$ cat config.mk
export PLATFORM = sky130hd
export DESIGN_NAME = sync_line_param_tx_control
export DESIGN_NICKNAME = d
export VERILOG_FILES = /design/src/design/sync_line_pkg.sv /design/src/design/word_fifo.sv /design/src/design/sync_line_param_tx_control.sv
export SDC_FILE = /design/constraint.sdc
export NUM_CORES = 1
export LEC_CHECK = 0
export BUFFER_PORTS_ARGS = -buffer_cell sky130_fd_sc_hd__buf_2
export CAP_MARGIN = 20
export CORE_MARGIN = 3
export CORE_UTILIZATION = 60
export DETAILED_ROUTE_END_ITERATION = 10
export PLACE_DENSITY_LB_ADDON = 0.3
export SYNTH_ARGS = -nofsm -noshare
export SYNTH_HDL_FRONTEND = slang
export SYNTH_SLANG_ARGS = --single-unit
$ cat constraint.sdc
create_clock -name sys_clk -period 10.52 [get_ports sys_clk]
set_input_delay 2.104 -clock sys_clk [delete_from_list [all_inputs] [get_ports sys_clk]]
set_output_delay 2.104 -clock sys_clk [all_outputs]
set_load 0.1 [all_outputs]
$ cat src/design/sync_line_pkg.sv
/*
 * Shared constants and types for the sync line parameter and transmit control block.
 * Assumes a single 100 MHz system clock and registers reached by a plain select port.
 */
package sync_line_pkg;

    // Register selects
    localparam logic        SEL_PARAM = 1'b0;
    localparam logic        SEL_TRANSMIT_CONTROL_STATUS = 1'b1;

    // Parameter register fields
    localparam int          P_CHAR_MODE = 15;
    localparam int          P_SEC_MODE  = 12;
    localparam int          P_CRC_INH   = 9;
    localparam int          P_ADDR_LSB  = 0;
    localparam int          P_ADDR_W    = 8;

    // Transmit control/status fields
    localparam int          T_UNDERRUN  = 15;
    localparam int          T_MONITOR   = 14;
    localparam int          T_STEP_CLK  = 13;
    localparam int          T_DIAG_IN   = 10;

    // Reset values and CRC polynomial
    localparam logic [7:0]  ADDR_RST    = 8'h00;
    localparam logic [15:0] CRC_INIT    = 16'h0000;
    localparam logic [15:0] CRC_POLY    = 16'h1021;

    // Framing constants
    localparam logic [7:0]  FLAG_CHAR   = 8'h7e;
    localparam logic [2:0]  ONES_STUFF  = 3'h5;
    localparam logic [3:0]  CHAR_BITS   = 4'h8;
    localparam logic [4:0]  CRC_BITS    = 5'h10;

    // Buffering
    localparam int          FIFO_DEPTH  = 16;
    localparam int          WORD_W      = 10;

    typedef struct packed
    {
        logic       som;
        logic       eom;
        logic [7:0] data;
    } tx_word_t;

    typedef enum logic [2:0]
    {
        TX_IDLE  = 3'b000,
        TX_DATA  = 3'b001,
        TX_CRC   = 3'b010,
        TX_ABORT = 3'b011,
        TX_MARK  = 3'b100
    } tx_state_t;

endpackage

$ cat src/design/word_fifo.sv
/*
 * Synchronous FIFO with valid/ready on both sides.
 * Assumes one clock and a synchronous active-high clear.
 */
`timescale 1ns/10ps
`default_nettype none
module word_fifo #(
    parameter int WIDTH = 10,
    parameter int DEPTH = 16
) (
    // Clock and clear
    input  wire logic             sys_clk,
    input  wire logic             clr,
    // Fill side
    input  wire logic             in_valid,
    output logic                  in_ready,
    input  wire logic [WIDTH-1:0] in_data,
    // Drain side
    output logic                  out_valid,
    input  wire logic             out_ready,
    output logic      [WIDTH-1:0] out_data
);
    localparam int AW = $clog2(DEPTH);

    logic [WIDTH-1:0] mem [DEPTH];
    logic [AW-1:0]    wr_ptr_r;
    logic [AW-1:0]    rd_ptr_r;
    logic [AW:0]      count_r;
    logic             push;
    logic             pop;

    assign in_ready  = (count_r != (AW+1)'(DEPTH));
    assign out_valid = (count_r != '0);
    assign push      = in_valid && in_ready;
    assign pop       = out_valid && out_ready;
    assign out_data  = mem[rd_ptr_r];

    always_ff @(posedge sys_clk)
    begin
        if (push)
            mem[wr_ptr_r] <= in_data;
    end

    always_ff @(posedge sys_clk)
    begin
        if (clr)
        begin
            wr_ptr_r <= '0;
            rd_ptr_r <= '0;
            count_r  <= '0;
        end
        else
        begin
            if (push)
                wr_ptr_r <= wr_ptr_r + AW'(1);
            if (pop)
                rd_ptr_r <= rd_ptr_r + AW'(1);
            count_r <= count_r + (AW+1)'(push) - (AW+1)'(pop);
        end
    end
endmodule
`default_nettype wire

$ cat src/design/sync_line_param_tx_control.sv
/*
 * Line parameter and transmit control registers with a bit-serial transmitter and receiver.
 * Assumes modem bit clocks and data arrive asynchronously and are sampled on sys_clk.
 */
`timescale 1ns/10ps
`default_nettype none
module sync_line_param_tx_control (
    // Clock and resets
    input  wire logic        sys_clk,
    input  wire logic        rst,
    input  wire logic        dev_reset,
    // Register port
    input  wire logic        reg_wr,
    input  wire logic        reg_rd,
    input  wire logic        reg_sel,
    input  wire logic [15:0] reg_wdata,
    output logic      [15:0] reg_rdata,
    // Transmit character buffer
    input  wire logic        tx_push_valid,
    output logic             tx_push_ready,
    input  wire sync_line_pkg::tx_word_t tx_char_buffer,
    output logic             tx_char_done,
    // Control levels
    input  wire logic        tx_send,
    input  wire logic        rx_enable,
    input  wire logic        diag_internal_mode,
    // Modem pins
    input  wire logic        modem_tx_clk,
    input  wire logic        modem_rx_clk,
    input  wire logic        modem_rx_data,
    output logic             tx_serial_out,
    // Receive events
    output logic             rx_addr_match,
    output logic             rx_sync_detect,
    output logic             rx_crc_error,
    output logic             rx_byte_valid,
    output logic      [7:0]  rx_byte
);
    logic        clr;
    logic        char_oriented_mode_r;
    logic        sec_mode_r;
    logic        crc_inhibit_r;
    logic [7:0]  station_addr_or_sync_char_r;
    logic        tx_underrun_error_r;
    logic        diag_step_clock_r;
    logic        diag_step_prev_r;
    logic        diag_serial_in_r;
    logic        step_rise;
    logic        step_fall;
    logic [2:0]  txc_sync_r;
    logic [2:0]  rxc_sync_r;
    logic [1:0]  rxd_sync_r;
    logic        tx_bit_en;
    logic        rx_bit_en;
    logic        rx_bit;
    sync_line_pkg::tx_state_t tx_state_r;
    sync_line_pkg::tx_word_t  fifo_word;
    sync_line_pkg::tx_word_t  cur_r;
    logic        fifo_valid;
    logic        fifo_pop;
    logic [3:0]  tx_cnt_r;
    logic [4:0]  crc_cnt_r;
    logic [2:0]  tx_ones_r;
    logic [15:0] tx_crc_r;
    logic        stuff_now;
    logic        char_end;
    logic        next_bit;
    logic [7:0]  raw_sr_r;
    logic [7:0]  rx_sr_r;
    logic [7:0]  sync_sr_r;
    logic [3:0]  rx_cnt_r;
    logic [2:0]  rx_ones_r;
    logic        first_char_r;
    logic        frame_data_r;
    logic [15:0] rx_crc_r;
    logic        stripped;
    logic [7:0]  rx_sr_nxt;
    logic [7:0]  sync_sr_nxt;

    function automatic logic [15:0] crc_bit(input logic [15:0] c, input logic b);
        crc_bit = {c[14:0], 1'b0} ^ ((c[15] ^ b) ? sync_line_pkg::CRC_POLY : 16'h0000);
    endfunction

    function automatic logic [15:0] crc_byte(input logic [15:0] c, input logic [7:0] d);
        logic [15:0] t;
        t = c;
        for (int i = 0; i < 8; i++)
            t = crc_bit(t, d[i]);
        crc_byte = t;
    endfunction

    assign clr = rst || dev_reset;

    // Register writes
    always_ff @(posedge sys_clk)
    begin
        if (clr)
        begin
            char_oriented_mode_r        <= 1'b0;
            sec_mode_r                  <= 1'b0;
            crc_inhibit_r               <= 1'b0;
            station_addr_or_sync_char_r <= sync_line_pkg::ADDR_RST;
        end
        else if (reg_wr && reg_sel == sync_line_pkg::SEL_PARAM)
        begin
            char_oriented_mode_r        <= reg_wdata[sync_line_pkg::P_CHAR_MODE];
            sec_mode_r                  <= reg_wdata[sync_line_pkg::P_SEC_MODE];
            crc_inhibit_r               <= reg_wdata[sync_line_pkg::P_CRC_INH];
            station_addr_or_sync_char_r <= reg_wdata[sync_line_pkg::P_ADDR_LSB +: sync_line_pkg::P_ADDR_W];
        end
    end

    always_ff @(posedge sys_clk)
    begin
        if (clr)
        begin
            diag_step_clock_r <= 1'b0;
            diag_serial_in_r  <= 1'b0;
        end
        else if (reg_wr && reg_sel == sync_line_pkg::SEL_TRANSMIT_CONTROL_STATUS)
        begin
            diag_step_clock_r <= reg_wdata[sync_line_pkg::T_STEP_CLK];
            diag_serial_in_r  <= reg_wdata[sync_line_pkg::T_DIAG_IN];
        end
    end

    // Register reads; parameter register is write only
    always_ff @(posedge sys_clk)
    begin
        if (clr)
            reg_rdata <= 16'h0000;
        else if (reg_rd && reg_sel == sync_line_pkg::SEL_TRANSMIT_CONTROL_STATUS)
        begin
            reg_rdata                            <= 16'h0000;
            reg_rdata[sync_line_pkg::T_UNDERRUN] <= tx_underrun_error_r;
            reg_rdata[sync_line_pkg::T_MONITOR]  <= diag_internal_mode && tx_serial_out;
            reg_rdata[sync_line_pkg::T_STEP_CLK] <= diag_step_clock_r;
            reg_rdata[sync_line_pkg::T_DIAG_IN]  <= diag_serial_in_r;
        end
        else if (reg_rd)
            reg_rdata <= 16'h0000;
    end

    // Step clock edges on the system clock
    always_ff @(posedge sys_clk)
    begin
        if (clr)
            diag_step_prev_r <= 1'b0;
        else
            diag_step_prev_r <= diag_step_clock_r;
    end

    assign step_rise = diag_step_clock_r && !diag_step_prev_r;
    assign step_fall = !diag_step_clock_r && diag_step_prev_r;

    // Modem pin synchronisers
    always_ff @(posedge sys_clk)
    begin
        if (clr)
        begin
            txc_sync_r <= 3'h0;
            rxc_sync_r <= 3'h0;
            rxd_sync_r <= 2'h0;
        end
        else
        begin
            txc_sync_r <= {txc_sync_r[1:0], modem_tx_clk};
            rxc_sync_r <= {rxc_sync_r[1:0], modem_rx_clk};
            rxd_sync_r <= {rxd_sync_r[0], modem_rx_data};
        end
    end

    assign tx_bit_en = diag_internal_mode ? step_rise : (txc_sync_r[2] && !txc_sync_r[1]);
    assign rx_bit_en = diag_internal_mode ? step_fall : (!rxc_sync_r[2] && rxc_sync_r[1]);
    assign rx_bit    = diag_internal_mode ? diag_serial_in_r : rxd_sync_r[1];

    word_fifo #(
        .WIDTH (sync_line_pkg::WORD_W),
        .DEPTH (sync_line_pkg::FIFO_DEPTH)
    ) u_tx_fifo (
        .sys_clk   (sys_clk),
        .clr       (clr),
        .in_valid  (tx_push_valid),
        .in_ready  (tx_push_ready),
        .in_data   (tx_char_buffer),
        .out_valid (fifo_valid),
        .out_ready (fifo_pop),
        .out_data  (fifo_word)
    );

    assign tx_char_done = tx_push_ready;

    // Transmitter
    assign stuff_now = !char_oriented_mode_r && !cur_r.som && tx_ones_r == sync_line_pkg::ONES_STUFF;
    assign char_end  = tx_bit_en && tx_state_r == sync_line_pkg::TX_DATA && !stuff_now
                       && tx_cnt_r == sync_line_pkg::CHAR_BITS - 4'h1;
    assign fifo_pop  = fifo_valid && tx_send && tx_bit_en && !stuff_now &&
                       (tx_state_r == sync_line_pkg::TX_IDLE || tx_state_r == sync_line_pkg::TX_ABORT ||
                        tx_state_r == sync_line_pkg::TX_MARK ||
                        (char_end && !(cur_r.eom && !crc_inhibit_r)));
    assign next_bit  = (tx_state_r == sync_line_pkg::TX_CRC) ? tx_crc_r[15] : cur_r.data[tx_cnt_r[2:0]];

    always_ff @(posedge sys_clk)
    begin
        if (clr)
        begin
            tx_state_r    <= sync_line_pkg::TX_IDLE;
            cur_r         <= '0;
            tx_cnt_r      <= 4'h0;
            crc_cnt_r     <= 5'h00;
            tx_ones_r     <= 3'h0;
            tx_crc_r      <= sync_line_pkg::CRC_INIT;
            tx_serial_out <= 1'b1;
        end
        else if (!tx_send)
        begin
            tx_state_r    <= sync_line_pkg::TX_IDLE;
            tx_serial_out <= 1'b1;
            tx_ones_r     <= 3'h0;
        end
        else if (fifo_pop)
        begin
            tx_state_r    <= sync_line_pkg::TX_DATA;
            cur_r         <= fifo_word;
            tx_cnt_r      <= 4'h0;
            if (tx_state_r != sync_line_pkg::TX_DATA)
            begin
                tx_serial_out <= 1'b1;
                tx_ones_r     <= 3'h0;
            end
            else
            begin
                // Last bit of the previous character still counts for stuffing and CRC
                tx_serial_out <= next_bit;
                tx_ones_r     <= next_bit ? tx_ones_r + 3'h1 : 3'h0;
                if (!cur_r.som)
                    tx_crc_r  <= crc_bit(tx_crc_r, next_bit);
            end
            if (fifo_word.som)
                tx_crc_r  <= sync_line_pkg::CRC_INIT;
        end
        else if (tx_bit_en)
        begin
            unique case (tx_state_r)
                sync_line_pkg::TX_IDLE,
                sync_line_pkg::TX_MARK:
                    tx_serial_out <= 1'b1;
                sync_line_pkg::TX_ABORT:
                    tx_serial_out <= 1'b1;
                sync_line_pkg::TX_DATA,
                sync_line_pkg::TX_CRC:
                begin
                    if (stuff_now)
                    begin
                        tx_serial_out <= 1'b0;
                        tx_ones_r     <= 3'h0;
                    end
                    else
                    begin
                        tx_serial_out <= next_bit;
                        tx_ones_r     <= next_bit ? tx_ones_r + 3'h1 : 3'h0;
                        if (tx_state_r == sync_line_pkg::TX_CRC)
                        begin
                            tx_crc_r  <= {tx_crc_r[14:0], 1'b0};
                            crc_cnt_r <= crc_cnt_r + 5'h01;
                            if (crc_cnt_r == sync_line_pkg::CRC_BITS - 5'h01)
                                tx_state_r <= sync_line_pkg::TX_MARK;
                        end
                        else
                        begin
                            tx_cnt_r <= tx_cnt_r + 4'h1;
                            if (!cur_r.som)
                                tx_crc_r <= crc_bit(tx_crc_r, next_bit);
                            if (char_end)
                            begin
                                tx_cnt_r <= 4'h0;
                                if (cur_r.eom && !crc_inhibit_r)
                                begin
                                    tx_state_r <= sync_line_pkg::TX_CRC;
                                    crc_cnt_r  <= 5'h00;
                                end
                                else if (cur_r.eom)
                                    tx_state_r <= sync_line_pkg::TX_MARK;
                                else if (cur_r.som)
                                    tx_state_r <= sync_line_pkg::TX_DATA;
                                else
                                    tx_state_r <= char_oriented_mode_r ? sync_line_pkg::TX_MARK
                                        : sync_line_pkg::TX_ABORT;
                            end
                        end
                    end
                end
                default:
                    tx_state_r <= sync_line_pkg::TX_IDLE;
            endcase
        end
    end

    // Underrun error: set when the next character is missing at the end of a character that is neither start nor end of message
    always_ff @(posedge sys_clk)
    begin
        if (clr)
            tx_underrun_error_r <= 1'b0;
        else if (char_end && !fifo_valid && tx_send && !cur_r.som && !cur_r.eom)
            tx_underrun_error_r <= 1'b1;
        else if (fifo_pop && fifo_word.som)
            tx_underrun_error_r <= 1'b0;
    end

    // Receiver
    assign stripped    = !char_oriented_mode_r && !rx_bit && rx_ones_r == sync_line_pkg::ONES_STUFF;
    assign rx_sr_nxt   = {rx_bit, rx_sr_r[7:1]};
    assign sync_sr_nxt = {rx_bit, sync_sr_r[7:1]};

    always_ff @(posedge sys_clk)
    begin
        if (clr)
        begin
            raw_sr_r       <= 8'h00;
            rx_sr_r        <= 8'h00;
            sync_sr_r      <= 8'h00;
            rx_cnt_r       <= 4'h0;
            rx_ones_r      <= 3'h0;
            first_char_r   <= 1'b0;
            frame_data_r   <= 1'b0;
            rx_crc_r       <= sync_line_pkg::CRC_INIT;
            rx_addr_match  <= 1'b0;
            rx_sync_detect <= 1'b0;
            rx_crc_error   <= 1'b0;
            rx_byte_valid  <= 1'b0;
            rx_byte        <= 8'h00;
        end
        else
        begin
            rx_addr_match  <= 1'b0;
            rx_sync_detect <= 1'b0;
            rx_crc_error   <= 1'b0;
            rx_byte_valid  <= 1'b0;
            if (rx_bit_en && rx_enable)
            begin
                raw_sr_r  <= {rx_bit, raw_sr_r[7:1]};
                sync_sr_r <= sync_sr_nxt;
                rx_ones_r <= rx_bit ? ((rx_ones_r == 3'h7) ? rx_ones_r : rx_ones_r + 3'h1) : 3'h0;
                if (char_oriented_mode_r)
                begin
                    if (sync_sr_nxt == station_addr_or_sync_char_r)
                        rx_sync_detect <= 1'b1;
                end
                else if ({rx_bit, raw_sr_r[7:1]} == sync_line_pkg::FLAG_CHAR)
                begin
                    if (frame_data_r && rx_crc_r != 16'h0000 && !crc_inhibit_r)
                        rx_crc_error <= 1'b1;
                    first_char_r <= 1'b1;
                    frame_data_r <= 1'b0;
                    rx_cnt_r     <= 4'h0;
                    rx_crc_r     <= sync_line_pkg::CRC_INIT;
                end
                else if (!stripped)
                begin
                    rx_sr_r  <= rx_sr_nxt;
                    rx_cnt_r <= rx_cnt_r + 4'h1;
                    if (rx_cnt_r == sync_line_pkg::CHAR_BITS - 4'h1)
                    begin
                        rx_cnt_r      <= 4'h0;
                        rx_byte       <= rx_sr_nxt;
                        rx_byte_valid <= 1'b1;
                        rx_crc_r      <= crc_byte(rx_crc_r, rx_sr_nxt);
                        frame_data_r  <= 1'b1;
                        first_char_r  <= 1'b0;
                        if (first_char_r && sec_mode_r && rx_sr_nxt == station_addr_or_sync_char_r)
                            rx_addr_match <= 1'b1;
                    end
                end
            end
        end
    end
endmodule
`default_nettype wire

==> results.py, run 1 <==
metrics = {
    "hold_path": {
        "min_path_type": "reg2reg",
        "worstHoldStart": "rxd_sync_r[0]$_SDFF_PP0_",
    },
    "sta": {
        "timing.final.crit_share_pct": 45.2,
        "slew_headroom_pct": 36.6,
        "hold_viol_final": 0,
        "fmax_mhz": 210,
        "tightest_slew_ps": 949,
        "fin_worst_skew_ps": 25.6,
        "rsz0062_at_grt": "no",
        "setup_viol": 0,
        "period_needed_ps": 4760,
        "tns_ps": 0,
        "drv_slew": 0,
    },
    "setup_path": {
        "path_common_cell": "nand2_1",
        "crit_buf_inv": 1,
        "cp_max_fo": 12,
        "r2r-start": "cur_r[9]$_SDFFE_PP0P_",
        "cp_slowest_cell": "a2111oi_4",
        "cp-start-kind": "input port",
        "max_stage_delay_ps": 510,
        "cp-startpoint": "diag_internal_mode",
        "critical-path-top-delay-family": "simple AND/OR/NAND/NOR gates",
        "end_kind": "flip-flop",
        "cp.arrival_ps": 5230,
        "cp_cell_sequence": "buf_2 > or3b_4 > a2111oi_4 > nand2_1 > nand2_1 > nand2_1 > ha_1 > fa_1 > a21oi_1 > nor2_1 > or3_1 > a21oi_1",
        "cp.required_ps": 10990,
        "worstSetupPathType": "in2reg",
    },
    "die": {
        "start_util_pct": 61.6,
        "core-area_sq_mm": 0.0204,
        "rows": 52,
        "die_w_um": 151,
        "ios": 70,
        "dieArea_sq_mm": 0.0228,
        "die_h_um": 151,
    },
    "pwr": {
        "ir_drop_v": 0.000148,
        "power_density_mw_per_mm2": 167,
        "cellLeakagePower_nw": 4.96,
    },
    "clocking": {
        "clk_latency_ps": 570,
        "post_cts_resized": 0,
        "cts_inserted_buffers": 30,
        "clockBufferDepth": 3,
        "cts_hold_buf": 0,
        "cts_sinks": 297,
        "postCtsSetupRepairBufs": 0,
        "clk_pin_slew_ps": 60,
        "cts_root_buffer": "clkbuf_16",
        "cts_max_level": 1,
        "cts_tree": "built",
    },
    "synthesis": {
        "syn_area_sq_mm": 0.0126,
        "async_flop_share_pct": 0,
        "synth-main-ff-cell": "edfxtp_1",
        "synth_cell_type_count": 74,
        "seq_area_frac_synth_pct": 60.0,
        "synth_edf_count": 160,
        "syn_avg_cell_area_sq_um": 13.3,
        "synthesis.instances": 944,
        "yosysWarnings": 0,
        "ys_ff_latch": 297,
    },
    "placed_design": {
        "place.gp.congestion": 0.850,
        "place_area_sq_mm": 0.0131,
        "dpl.hpwl_um": 16200,
        "dp.cells": 1238,
        "placement.io_buffers": 54,
    },
    "finish": {
        "antenna_cells": 0,
        "fin_cells": 1296,
        "multi_input_area_sq_mm": 0.00472,
        "final_common_cell": "edfxtp_1",
        "mostFrequentLayoutCells": "160 x edfxtp_1, 136 x dfxtp_1, 75 x nand2_1, 72 x nor2_1, 55 x buf_2",
        "syn_to_final_growth_pct": 12.0,
        "nNetsFinal": 1062,
        "nFillCells": 1390,
        "regArea_sq_mm": 0.00755,
        "stdcell_area_sq_mm": 0.0141,
        "drive_gt1_share_pct": 19.5,
    },
    "grt": {
        "grt_max_degree": 72,
        "antenna_found_initial": 0,
        "grt_overflow": 0,
        "grt_first_pass_wirelength_um": 40700,
        "track_usage_pct": 22.8,
        "grt_pass1_vias": 7505,
    },
    "drt": {
        "wirelength_um": 25400,
        "dr.first_iter.drc_count": 542,
        "ant_nets": 0,
        "vias": 7669,
        "via_per_inst": 5.92,
        "avgRoutedWirePerCell_um": 19.6,
        "dr.pass1.iters": 5,
        "drcViolationCount": 0,
    },
    "job": {
        "cap_violations": 0,
    },
    "outcome": {
        "status": "finished clean",
    },
}
-- registers in the layout (all words and copies together) (netlist names), 2 cells and up, named ones only --
name                         cells
rxc_sync_r                       3
rx_byte                          8
reg_rdata                        4
u_tx_fifo.rd_ptr_r               4
u_tx_fifo.count_r                5
station_addr_or_sync_char_r      8
rx_ones_r                        3
u_tx_fifo.wr_ptr_r               4
crc_cnt_r                        5
cur_r                           10
rx_cnt_r                         4
txc_sync_r                       3
tx_state_r                       3
raw_sr_r                         7
tx_crc_r                        16
tx_ones_r                        3
rx_sr_r                          7
u_tx_fifo.mem                  160
rx_crc_r                        16
rxd_sync_r                       2
tx_cnt_r                         4
-- cell type report --
type                            instances  share of cell area [%]
Tap cell                              270                    2.40
Clock inverter                         17                    1.30
Inverter                               14                   0.373
Clock buffer                           38                    5.61
Timing Repair Buffer                   78                    3.26
Sequential cell                       297                    53.6
Multi-Input combinational cell        582                    33.5
-- layer usage --
| metal | global-route usage (%) | vias to the layer above | part of all wire, % |
|---|---|---|---|
| met2 | 38.3 | 200 | 50 |
| met3 | 3.74 | 44 | 5.0 |
| met4 | 5.62 | 0 | 2.1 |
| li1 | - | 3626 | - |
| met5 | 0 | - | 0 |
| met1 | 31.3 | 3799 | 43 |
-- report_power, final --
group	total, W	internal (W)	switching (W)
logic	0.0000853	0.0000219	0.0000634
registers	0.00123	0.00123	0.00000423
clock network	0.00104	0.000606	0.000436
total	0.00236	0.00186	0.000504
-- synth_stat cells, drive strengths merged (8+ instances only) --
library cell    n  share of area (%)
xor2           17                1.2
mux2           15                1.3
a21oi          53                2.2
o21ai          31                1.3
nand2b          8               0.40
and2           17               0.85
nand4          10               0.50
dfxtp         137                 22
nand2          75                2.2
edfxtp        160                 38
nor4           10               0.50
buf            31                1.7
nor2           73                2.2
a221oi         13               0.90
inv            14               0.42
clkbuf         31               0.92
a22o           20                1.4
mux2i          17                1.4
nand3          14               0.60
xnor2          35                2.4
nor3           10               0.40
ha             19                1.9
mux4           51                9.5
-- path summary, 6_finish.rpt --
check,end,slack (ps),depth (start not counted)
worst min register to register,rxd_sync_r[1]$_SDFF_PP0_,440,1
worst max-delay path,u_tx_fifo.count_r[4]$_SDFF_PP0_,5760,12
worst min-delay path,rxd_sync_r[1]$_SDFF_PP0_,440,1
worst max register to register,u_tx_fifo.count_r[4]$_SDFF_PP0_,6600,11
-- cells by family after synthesis --
family,Yosys count,synth area share (%)
compound gates,156,8.94
flops,297,60.0
simple gates,259,10.2
xor+xnor,52,3.62
other cells,1,0.0298
buf+inv,76,3.04
fa+ha+maj,20,2.05
mux,83,12.2
-- through the flow --
step                      power (W)  hold slack (ps)  utilization (%)  setup WS, ps
after floorplan             0.00132              406                -          5620
after global placement      0.00134              413             64.0          5290
after detailed placement    0.00134              416             64.1          5260
after CTS                   0.00238              439             68.9          5810
after global routing        0.00243              463             69.0          5570
final                       0.00236              440             69.0          5760
Note: power is estimated with default switching activity, not from simulation.
==> inputs of run 2 (changes only) <==
--- a/config.mk
+++ b/config.mk
@@ -5,6 +5,7 @@
 export SDC_FILE = /design/constraint.sdc
 export NUM_CORES = 1
 export LEC_CHECK = 0
+export ABC_AREA = 1
 export BUFFER_PORTS_ARGS = -buffer_cell sky130_fd_sc_hd__buf_2
 export CAP_MARGIN = 20
 export CORE_MARGIN = 3
==> constraint.sdc (replaced) <==
create_clock -name sys_clk -period 4.8 [get_ports sys_clk]
set_input_delay 0.96 -clock sys_clk [delete_from_list [all_inputs] [get_ports sys_clk]]
set_output_delay 0.96 -clock sys_clk [all_outputs]
set_load 0.1 [all_outputs]
==> results.py, run 2 <==
metrics = {
    "outcome": {
        "status": "finished clean",
    },
    "drt": {
        "dr.pass1.iters": 5,
        "dr.first_iter.drc_count": 798,
        "wirelength_um": 28500,
        "avgRoutedWirePerCell_um": 17.1,
        "via_per_inst": 5.76,
        "vias": 9611,
        "ant_nets": 0,
        "drcViolationCount": 0,
    },
    "finish": {
        "largest_registers": "u_tx_fifo.mem (160), rx_crc_r (16), tx_crc_r (16)",
        "drive_gt1_share_pct": 10.9,
        "mostFrequentLayoutCells": "190 x nor2_1, 180 x nand2_1, 160 x edfxtp_1, 144 x o21ai_0, 136 x dfxtp_1",
        "stdcell_area_sq_mm": 0.0141,
        "largest_reg_flops": 160,
        "nFillCells": 1547,
        "syn_to_final_growth_pct": 11.0,
        "antenna_cells": 0,
        "final_common_cell": "nor2_1",
        "top_register": "u_tx_fifo.mem",
        "nNetsFinal": 1434,
    },
    "grt": {
        "grt_max_degree": 83,
        "grt_overflow": 0,
        "grtUsageMet3_pct": 4.22,
        "grt_pass1_vias": 9110,
        "grt_first_pass_wirelength_um": 45200,
        "grt_use_met1_pct": 32.7,
        "grt_use_met2_pct": 41.5,
        "track_usage_pct": 24.6,
        "antenna_found_initial": 0,
        "busiest_layer": "met2",
    },
    "die": {
        "start_util_pct": 62.0,
        "dieArea_sq_mm": 0.0230,
        "die_w_um": 152,
        "die_h_um": 152,
        "rows": 52,
        "ios": 70,
        "core-area_sq_mm": 0.0205,
    },
    "placed_design": {
        "place_area_sq_mm": 0.0131,
        "place.gp.congestion": 0.856,
        "dpl.hpwl_um": 18100,
        "placement.io_buffers": 54,
        "place_ws_ps": 944,
    },
    "synthesis": {
        "synth-main-ff-cell": "edfxtp_1",
        "seq_area_frac_synth_pct": 59.4,
        "synth_edf_count": 160,
        "synth_cell_type_count": 46,
        "syn_avg_cell_area_sq_um": 9.54,
        "async_flop_share_pct": 0,
        "synth_top_cell_area_share_pct": 37.8,
        "synth_top_cell_by_area": "edfxtp_1",
        "yosysWarnings": 0,
        "synthesis.instances": 1333,
        "yosysMostFrequentCell": "nor2_1",
        "ys_top_cells_by_area": "edfxtp_1 38%, dfxtp_1 22%, o21ai_0 5.7%, nor2_1 5.6%, nand2_1 5.3%",
        "ys_ff_latch": 297,
        "syn_area_sq_mm": 0.0127,
        "synth_commonest_cells": "191 x nor2_1, 180 x nand2_1, 160 x edfxtp_1",
    },
    "clocking": {
        "cts_inserted_buffers": 29,
        "cts_hold_buf": 0,
        "clk_latency_ps": 550,
        "cts_tree": "built",
        "cts_max_level": 1,
        "cts_sinks": 297,
        "cts_root_buffer": "clkbuf_16",
        "clk_pin_slew_ps": 60,
        "post_cts_resized": 0,
        "postCtsSetupRepairBufs": 0,
        "clockBufferDepth": 3,
    },
    "sta": {
        "period_needed_ps": 3410,
        "timing.final.crit_share_pct": 71.1,
        "fmax_mhz": 293,
        "tightest_slew_ps": 1160,
        "tns_ps": 0,
        "fin_worst_skew_ps": 24.9,
        "rsz0062_at_grt": "no",
        "setup_ws_ps": 1390,
        "setup_viol": 0,
        "slew_headroom_pct": 22.6,
        "hold_viol_final": 0,
        "drv_slew": 0,
    },
    "setup_path": {
        "max_stage_delay_ps": 510,
        "cp.required_ps": 5280,
        "path_common_cell": "nand2_1",
        "cp_cell_sequence": "nor2_2 > nand3_2 > nand4_1 > nand2_1 > nand2_2 > inv_1 > nand2_1 > nand2_1 > ha_1 > fa_1 > nand2_1 > a21oi_1 > nor2_1 > o21ai_0 > a21oi_1",
        "cp.arrival_ps": 3890,
        "cp_max_fo": 21,
        "end_kind": "flip-flop",
        "cp-start-kind": "flip-flop",
        "cp_slowest_cell": "dfxtp_1",
        "regToRegSetupSlack_ps": 1390,
        "worstSetupPathType": "reg2reg",
    },
    "pwr": {
        "cellLeakagePower_nw": 5.19,
        "power_w": 0.00511,
        "ir_drop_v": 0.000337,
        "power_density_mw_per_mm2": 362,
    },
    "hold_path": {
        "min_path_type": "reg2reg",
    },
    "job": {
        "cap_violations": 0,
    },
}
==> run 2: final cells by class <==
cell class	instances	area, sq um	area share, %
Timing Repair Buffer	72	420	2.98
Clock buffer	48	907	6.43
Clock inverter	6	33.8	0.239
Multi-Input combinational cell	848	4380	31.1
Tap cell	270	338	2.39
Inverter	127	479	3.40
Sequential cell	297	7550	53.5
==> run 2: final timing paths <==
| kind | endpoint | cells past startpoint | startpoint |
|---|---|---|---|
| setup reg to reg | u_tx_fifo.count_r[4]$_SDFF_PP0_ | 15 | cur_r[9]$_SDFFE_PP0P_ |
| setup / recovery | u_tx_fifo.count_r[4]$_SDFF_PP0_ | 15 | cur_r[9]$_SDFFE_PP0P_ |
| hold / removal | txc_sync_r[1]$_SDFF_PP0_ | 2 | txc_sync_r[0]$_SDFF_PP0_ |
| hold reg to reg | txc_sync_r[1]$_SDFF_PP0_ | 2 | txc_sync_r[0]$_SDFF_PP0_ |
==> run 2: power breakdown <==
group	internal, W	switching [W]
Combinational	0.0000424	0.000151
Clock	0.00129	0.000921
Sequential	0.00270	0.00000922
==> run 2: worst max-delay path, delay by kind of cell (launching register included) <==
| kind | cells | cell delay [ps] |
|---|---|---|
| fa+ha+maj | 2 | 650 |
| buf+inv | 1 | 400 |
| simple gates | 9 | 1490 |
| compound gates | 3 | 300 |
| flops | 1 | 510 |
==> run 2: per-stage QoR <==
step	utilization, %	cells	hold slack [ps]
global route	68.8	1668	424
floorplan	-	1344	394
CTS	68.5	1661	410
global placement	63.8	1604	402
finish	68.8	1668	409
detailed placement	63.9	1607	400
==> run 2: cells by family after synthesis <==
group,Yosys count,share of synthesized area (%)
simple gates,467,15.4
buf+inv,199,6.55
fa+ha+maj,20,2.03
other cells,1,0.0295
flops,297,59.4
compound gates,316,14.4
xor+xnor,33,2.27
==> run 2: per-layer routing <==
metal,wire (um),up-vias
met2,14000,360
met4,713,0
li1,-,4635
met5,0,-
met1,11800,4558
met3,1990,58
